### config.mk
export PLATFORM = sky130hd
export DESIGN_NAME = usra_shared_ram
export DESIGN_NICKNAME = d
export VERILOG_FILES = /design/src/inc/usra_pkg.sv /design/src/rtl/usra_shared_ram.sv
export SDC_FILE = /design/constraint.sdc
export NUM_CORES = 2
export LEC_CHECK = 0
export BUFFER_PORTS_ARGS = -buffer_cell sky130_fd_sc_hd__buf_4
export CAP_MARGIN = 5
export CORE_ASPECT_RATIO = 1.75
export CORE_MARGIN = 1.5
export CORE_UTILIZATION = 45
export DETAILED_ROUTE_END_ITERATION = 16
export SYNTH_ARGS = -nofsm -noshare
export SYNTH_HDL_FRONTEND = slang
export SYNTH_SLANG_ARGS = --single-unit
### constraint.sdc
create_clock -name ref_clk_i -period 4.39 [get_ports ref_clk_i]
set_input_delay 0 -clock ref_clk_i [delete_from_list [all_inputs] [get_ports ref_clk_i]]
set_output_delay 0 -clock ref_clk_i [all_outputs]
set_load 0.03 [all_outputs]
### src/inc/usra_pkg.sv
// What this block does
// - Descriptor and buffer accesses go to shared RAM
// - Register accesses go to serial engine space
// - Descriptor requests map to physical RAM addresses
// - Arbiter serves processor gasket and serial engine
// - Shared RAM holds 256 bytes, both read/write
// - RAM runs double rate, no requester stalls
// - Unassigned RAM stays usable as system memory
// - Disabled module leaves whole RAM to processor
// - Active regulator mode while USB function active
// - Standby regulator mode automatically during suspend
// - Power-off on deep stop or regulator disabled
// - Cleared enable disconnects internal D+ pull-up
// - Pull-up only while bus supply sensed
// - Owner bit set locks descriptor from processor writes while module enabled
// - Descriptor table 0x00-0x1d, buffers from 0x20
package usra_pkg;
  // Shared RAM layout
  localparam int RAM_BYTES = 256;
  localparam logic [7:0] DESC_FIRST = 8'h00;
  localparam logic [7:0] DESC_LAST = 8'h1d;
  localparam logic [7:0] BUF_FIRST = 8'h20;
  localparam logic [7:0] DESC_BYTES = 8'h03;
  // Descriptor status byte: owner semaphore position
  localparam int OWN_BIT = 7;
  // Reset values
  localparam logic [7:0] RDATA_RST = 8'h00;
  // Regulator modes
  typedef enum logic [1:0] {USRA_REG_OFF, USRA_REG_STBY, USRA_REG_ACT} usra_reg_mode_t;
endpackage

### src/rtl/usra_shared_ram.sv
`timescale 1ns/1ps
module usra_shared_ram #(
  parameter int AW = 8
) (
  // Clock and reset
  input wire logic ref_clk_i,
  input wire logic rst_n_i,
  input wire logic clk_en_i,
  // Processor side bus
  input wire logic cpu_sel_i,
  input wire logic cpu_ram_i,
  input wire logic cpu_wr_i,
  input wire logic [AW-1:0] cpu_addr_i,
  input wire logic [7:0] cpu_wdata_i,
  output logic [7:0] cpu_rdata_o,
  output logic cpu_err_o,
  // Serial engine register space
  output logic sie_reg_sel_o,
  output logic sie_reg_wr_o,
  output logic [AW-1:0] sie_reg_addr_o,
  output logic [7:0] sie_reg_wdata_o,
  input wire logic [7:0] sie_reg_rdata_i,
  // Serial engine RAM port
  input wire logic sie_req_i,
  input wire logic sie_desc_i,
  input wire logic [3:0] sie_desc_idx_i,
  input wire logic [1:0] sie_desc_byte_i,
  input wire logic sie_wr_i,
  input wire logic [AW-1:0] sie_addr_i,
  input wire logic [7:0] sie_wdata_i,
  output logic [7:0] sie_rdata_o,
  output logic sie_ack_o,
  // Module and power controls
  input wire logic usb_en_i,
  input wire logic suspend_i,
  input wire logic deep_stop_i,
  input wire logic reg_en_i,
  input wire logic internal_pullup_enable_i,
  input wire logic vbus_pin_i,
  output logic [1:0] reg_mode_o,
  output logic dplus_pullup_o
);

  ////////////////////////////////////////////////////////////////
  // Helpers
  function automatic logic [AW-1:0] desc_addr(input logic [3:0] idx, input logic [1:0] b);
    desc_addr = AW'(idx * usra_pkg::DESC_BYTES + b);
  endfunction

  function automatic logic in_desc(input logic [AW-1:0] a);
    in_desc = (a <= AW'(usra_pkg::DESC_LAST));
  endfunction

  ////////////////////////////////////////////////////////////////
  // Storage, both slots of one bus cycle happen at this edge
  logic [7:0] mem_r [usra_pkg::RAM_BYTES];
  logic [AW-1:0] sie_phys;
  logic cpu_lock;
  logic cpu_ram_go;
  logic [1:0] vbus_sync_r;
  logic act_now;

  // Descriptor index to physical byte
  assign sie_phys = sie_desc_i ? desc_addr(sie_desc_idx_i, sie_desc_byte_i)
                               : sie_addr_i;
  // Processor blocked from writing a descriptor the module owns
  assign cpu_lock = usb_en_i && in_desc(cpu_addr_i) && cpu_wr_i
                    && mem_r[cpu_addr_i - (cpu_addr_i % AW'(usra_pkg::DESC_BYTES))]
                       [usra_pkg::OWN_BIT];
  assign cpu_ram_go = cpu_sel_i && cpu_ram_i && !cpu_lock;

  // Processor slot first, serial engine slot second
  always_ff @(posedge ref_clk_i) begin
    if (clk_en_i) begin
      if (cpu_ram_go && cpu_wr_i) begin
        mem_r[cpu_addr_i] <= cpu_wdata_i;
      end
      if (usb_en_i && sie_req_i && sie_wr_i) begin
        mem_r[sie_phys] <= sie_wdata_i;
      end
    end
  end

  // Processor answer
  always_ff @(posedge ref_clk_i or negedge rst_n_i) begin
    if (!rst_n_i) begin
      cpu_rdata_o <= usra_pkg::RDATA_RST;
      cpu_err_o <= 1'b0;
    end else if (clk_en_i) begin
      cpu_err_o <= cpu_sel_i && cpu_ram_i && cpu_lock;
      if (cpu_sel_i && cpu_ram_i) begin
        cpu_rdata_o <= mem_r[cpu_addr_i];
      end else if (cpu_sel_i) begin
        cpu_rdata_o <= sie_reg_rdata_i;
      end
    end
  end

  // Register space routing
  always_ff @(posedge ref_clk_i or negedge rst_n_i) begin
    if (!rst_n_i) begin
      sie_reg_sel_o <= 1'b0;
      sie_reg_wr_o <= 1'b0;
      sie_reg_addr_o <= '0;
      sie_reg_wdata_o <= usra_pkg::RDATA_RST;
    end else if (clk_en_i) begin
      sie_reg_sel_o <= cpu_sel_i && !cpu_ram_i;
      sie_reg_wr_o <= cpu_sel_i && !cpu_ram_i && cpu_wr_i;
      sie_reg_addr_o <= cpu_addr_i;
      sie_reg_wdata_o <= cpu_wdata_i;
    end
  end

  // Serial engine answer, granted every cycle
  always_ff @(posedge ref_clk_i or negedge rst_n_i) begin
    if (!rst_n_i) begin
      sie_rdata_o <= usra_pkg::RDATA_RST;
      sie_ack_o <= 1'b0;
    end else if (clk_en_i) begin
      sie_ack_o <= usb_en_i && sie_req_i;
      if (usb_en_i && sie_req_i) begin
        sie_rdata_o <= (cpu_ram_go && cpu_wr_i && cpu_addr_i == sie_phys)
                       ? cpu_wdata_i : mem_r[sie_phys];
      end
    end
  end

  ////////////////////////////////////////////////////////////////
  // Bus supply sense synchroniser
  always_ff @(posedge ref_clk_i or negedge rst_n_i) begin
    if (!rst_n_i) begin
      vbus_sync_r <= 2'b00;
    end else if (clk_en_i) begin
      vbus_sync_r <= {vbus_sync_r[0], vbus_pin_i};
    end
  end

  assign act_now = usb_en_i && reg_en_i && !deep_stop_i;

  // Regulator mode and pull-up
  always_ff @(posedge ref_clk_i or negedge rst_n_i) begin
    if (!rst_n_i) begin
      reg_mode_o <= 2'(usra_pkg::USRA_REG_OFF);
      dplus_pullup_o <= 1'b0;
    end else if (clk_en_i) begin
      if (!reg_en_i || deep_stop_i) begin
        reg_mode_o <= 2'(usra_pkg::USRA_REG_OFF);
      end else if (suspend_i) begin
        reg_mode_o <= 2'(usra_pkg::USRA_REG_STBY);
      end else if (usb_en_i) begin
        reg_mode_o <= 2'(usra_pkg::USRA_REG_ACT);
      end else begin
        reg_mode_o <= 2'(usra_pkg::USRA_REG_OFF);
      end
      dplus_pullup_o <= internal_pullup_enable_i && vbus_sync_r[1]
                        && usb_en_i;
    end
  end

  ////////////////////////////////////////////////////////////////
  // Checks
  reg_off_a: assert property (@(posedge ref_clk_i) disable iff (!rst_n_i)
    clk_en_i && (!reg_en_i || deep_stop_i) |=> reg_mode_o == 2'(usra_pkg::USRA_REG_OFF))
    else $error("regulator not off");
  reg_stby_a: assert property (@(posedge ref_clk_i) disable iff (!rst_n_i)
    clk_en_i && reg_en_i && !deep_stop_i && suspend_i
      |=> reg_mode_o == 2'(usra_pkg::USRA_REG_STBY))
    else $error("regulator not standby");
  reg_act_a: assert property (@(posedge ref_clk_i) disable iff (!rst_n_i)
    clk_en_i && act_now && !suspend_i |=> reg_mode_o == 2'(usra_pkg::USRA_REG_ACT))
    else $error("regulator not active");
  pullup_en_a: assert property (@(posedge ref_clk_i) disable iff (!rst_n_i)
    clk_en_i && !internal_pullup_enable_i |=> !dplus_pullup_o)
    else $error("pullup on while disabled");
  pullup_vbus_a: assert property (@(posedge ref_clk_i) disable iff (!rst_n_i)
    dplus_pullup_o |-> $past(vbus_sync_r[1]))
    else $error("pullup without supply");
  sie_grant_a: assert property (@(posedge ref_clk_i) disable iff (!rst_n_i)
    clk_en_i && usb_en_i && sie_req_i |=> sie_ack_o)
    else $error("serial engine stalled");
  reg_route_a: assert property (@(posedge ref_clk_i) disable iff (!rst_n_i)
    clk_en_i && cpu_sel_i && cpu_ram_i |=> !sie_reg_sel_o)
    else $error("ram access leaked to registers");
  ram_route_a: assert property (@(posedge ref_clk_i) disable iff (!rst_n_i)
    clk_en_i && cpu_sel_i && cpu_ram_i && !cpu_wr_i
      ##1 clk_en_i && cpu_sel_i && cpu_ram_i && !cpu_wr_i
      && cpu_addr_i == $past(cpu_addr_i) && !(usb_en_i && sie_req_i && sie_wr_i)
      && !$past(usb_en_i && sie_req_i && sie_wr_i)
      |=> cpu_rdata_o == $past(cpu_rdata_o))
    else $error("ram read unstable");
  own_lock_a: assert property (@(posedge ref_clk_i) disable iff (!rst_n_i)
    clk_en_i && cpu_lock && cpu_sel_i && cpu_ram_i |=> cpu_err_o)
    else $error("owned descriptor not refused");
endmodule

==> summary.txt <==
Outcome
  • Status: complete, but fails checks
  • Failing checks: negative setup slack

Timing
  • Max-slew violations: 0
  • Setup WS post-layout: -1431 ps
  • Unrepaired setup endpoints after global routing: true
  • Max Fclk: 171.8 MHz
  • TNS Setup: -1734870 ps
  • Fin Clk Skew: 124.1 ps
  • Period utilization: 1.326
  • # setup viols final: 1419
  • Final Critical Period: 5821 ps
  • Slew headroom: 0.1591
  • Hold Fails Final Rpt: 0
  • Slew @ Worst Pin: 1226 ps

Yosys
  • Main synth FF type: edfxtp_1
  • Mapped Area: 0.1279 mm2
  • Syn nets: 8657
  • Area leader, netlist: edfxtp_1
  • Distinct cell type count after synthesis: 84
  • Flops & latches, synth: 2089
  • Synthesized instance count: 8577
  • Synth area leaders: edfxtp_1, mux4_2, mux2_2
  • Synthesis Warnings: 0
  • Async S/R FF share, synth: 0.01963
  • Seq/Total Area, Yosys: 0.4890
  • Synth top area share: 0.4810
  • Post-synth EDFFs: 2048
  • Syn avg cell area: 14.91 um2

Critical path
  • Required @ worst endpoint: 5070 ps
  • Slowest stage cell, crit path: or4b_4
  • Critical path startpoint category: input port
  • Crit Reg-Reg Startpoint: mem_r[140][7]$_DFFE_PP_
  • Worst EP arrival: 6510 ps
  • WS Path Type: input port to register
  • CP endpoint kind: register
  • Worst setup path startpoint: cpu_addr_i[6]
  • Max Fanout on Critical Path: 10
  • Max stage delay on crit path: 560 ps

Floorplan
  • # rows: 258
  • Initial Util: 0.4526
  • Die span in x: 405.9 um
  • CORE AREA: 0.2825 mm2
  • IO Pins: 100
  • Die area: 0.2874 mm2
  • Die Y: 708.1 um

Final layout
  • Nets: 9307
  • Layout Cells excl Fill: 13230
  • Most common cell after layout, fill and taps aside: edfxtp_1
  • Layout cells sized above 1: 0.5403
  • P&R area growth vs syn: 18.39%
  • Most frequent cells in the layout: edfxtp_1, mux2_2, mux4_2, buf_4, nand2_1

CTS
  • Clk_lat worst skew: 980 ps
  • H-tree Lvls: 4
  • Num CTS Buffers: 207
  • Root Buffer: clkbuf_16
  • Clk slew on worst S/H paths: 70 ps
  • CTS tree: done
  • Clk buf depth: 4
  • TritonCTS sink count: 2089

Pwr
  • Internal Power: 38.13 mW
  • Worst vdd ir: 0.3664 mV
  • Leak Pwr: 50.47 nW
  • Sequential share of power: 0.406
  • NetSw: 16.14 mW
  • Power share of the clock group: 0.355
  • Comb pwr share: 0.238
  • Sw Ratio: 0.2974
  • PwrDens: 358.5 mW/mm2

Drt
  • Avg WL per Cell: 46.64 um
  • Drt first pass iters: 8
  • Vias per cell: 7.203
  • Final wirelength: 616.8 mm
  • Initial drt markers: 13960
  • Final ANT Viol Nets: 0
  • DRC viols: 0
  • DR vias: 95270

Global routing
  • GRT Total Usage: 0.4272
  • Largest net degree at the start of global routing: 115
  • Final global-route overflow total: 0
  • Initial antenna violation count: 75
  • First-pass GRT wire length: 828.1 mm
  • Vias in the first global route: 93460

Place
  • DP HPWL: 434.1 mm
  • Port Buf Inserts: 99
  • Worst slack, placed: -2573 ps
  • Placed Cells: 12700
  • Placer Congestion: 1.049

Worst hold path
  • Hold WC Path Type: input port to register
  • Hold_sp: clk_en_i

Job
  • Max_cap viols: 0
-- layout make-up --
class,instances,area [um2]
Antenna cell,70,175.2
Tap cell,3770,4717
Multi-Input combinational cell,5507,63050
Timing Repair Buffer,1402,13810
Clock buffer,235,5316
Fill cell,23090,131100
Clock inverter,132,1688
Inverter,20,85.08
Sequential cell,2089,62530
-- layer usage --
metal,vias to the layer above,GRT usage,wire length [um]
met1,49420,0.4644,190700
met5,-,0,315
met2,7667,0.6738,287600
met3,2295,0.1140,66210
met4,38,0.4032,71990
li1,35850,-,-
-- synthesized netlist by cell type (17+ instances only) --
| library cell | number |
|---|---|
| o21ai_1 | 17 |
| mux2i_1 | 67 |
| clkbuf_1 | 692 |
| nand4_1 | 25 |
| o31ai_1 | 62 |
| dfrtp_1 | 41 |
| a31oi_1 | 41 |
| nor2_1 | 127 |
| a21oi_1 | 56 |
| nand3_1 | 215 |
| and3_1 | 64 |
| buf_2 | 110 |
| mux2_2 | 1966 |
| mux4_2 | 1217 |
| a211oi_1 | 38 |
| edfxtp_1 | 2048 |
| o22ai_1 | 48 |
| nor3_1 | 35 |
| buf_1 | 150 |
| nand2_1 | 1007 |
| inv_1 | 18 |
| o21ai_0 | 293 |
-- worst paths after layout --
check	slack, ps	end	cells past startpoint
worst max-delay path	-1430	mem_r[1][5]$_DFFE_PP_	31
worst min-delay path	70	sie_ack_o$_DFFE_PN0P_	3
worst max register to register	160	mem_r[1][5]$_DFFE_PP_	15
worst min register to register	500	cpu_rdata_o[2]$_DFFE_PN0P_	2
max in group asynchronous	3910	sie_reg_sel_o$_DFFE_PN0P_	4
min in group asynchronous	150	sie_reg_wdata_o[3]$_DFFE_PN0P_	4
-- stage by stage --
stage	total power, mW	hold slack (ps)	utilization	instance area (um2)
6_report	54.26	74.71	0.5359	151400
5_1_grt	55.10	87.02	0.5354	151200
4_1_cts	53.90	19.75	0.5350	151100
3_5_place_dp	34.70	145.9	0.5064	143000
3_3_place_gp	34.61	137.5	0.5064	143000
2_1_floorplan	28.91	-295.6	-	129100
-- sequential cells by signal, indices dropped and copies added, names as in the netlist --
name / cells
sie_ack_o: 1
cpu_err_o: 1
sie_reg_addr_o: 8
dplus_pullup_o: 1
sie_reg_wdata_o: 8
sie_reg_sel_o: 1
vbus_sync_r: 2
cpu_rdata_o: 8
sie_rdata_o: 8
reg_mode_o: 2
sie_reg_wr_o: 1
mem_r: 2048
-- cell families (layout without fill, tap and decap cells) --
| group | Yosys count | count (layout) | synth area share |
|---|---|---|---|
| and+or+nand+nor | 1540 | 1540 | 0.05113 |
| other | 0 | 70 | 0 |
| muxes | 3251 | 3251 | 0.3930 |
| adders and majority gates | 19 | 19 | 0.002036 |
| buffers and inverters | 981 | 1789 | 0.03032 |
| DFF | 2089 | 2089 | 0.4890 |
| AOI/OAI and AO/OA | 676 | 676 | 0.03287 |
| xor gates and xnor gates | 21 | 21 | 0.001644 |
-- worst max-delay path: cells and delay by family --
family / cells / cell delay (ps)
compound gates: 10 / 2040
fa+ha+maj: 4 / 1070
buf+inv: 8 / 1190
mux: 2 / 420
simple gates: 7 / 1750
-- power groups by stage --
stage	sequential [mW]	combinational (mW)	clock (mW)
2_1_floorplan	22.5	6.39	0
3_3_place_gp	22.5	12.1	0
3_5_place_dp	22.5	12.2	0
4_1_cts	22.0	12.5	19.3
5_1_grt	22.0	13.1	20.0
6_report	22.1	12.9	19.3
-- what timing repair did --
action                                   CTS  global route
hold buffers                              77             0
buffers inserted                           7             2
pin swaps                                 15             5
endpoints found under the setup margin  1417          1421
cloned                                     3             0
hold endpoints to repair                 744             0
resized for setup                         28            11
Power figures use the tool's default switching activity.
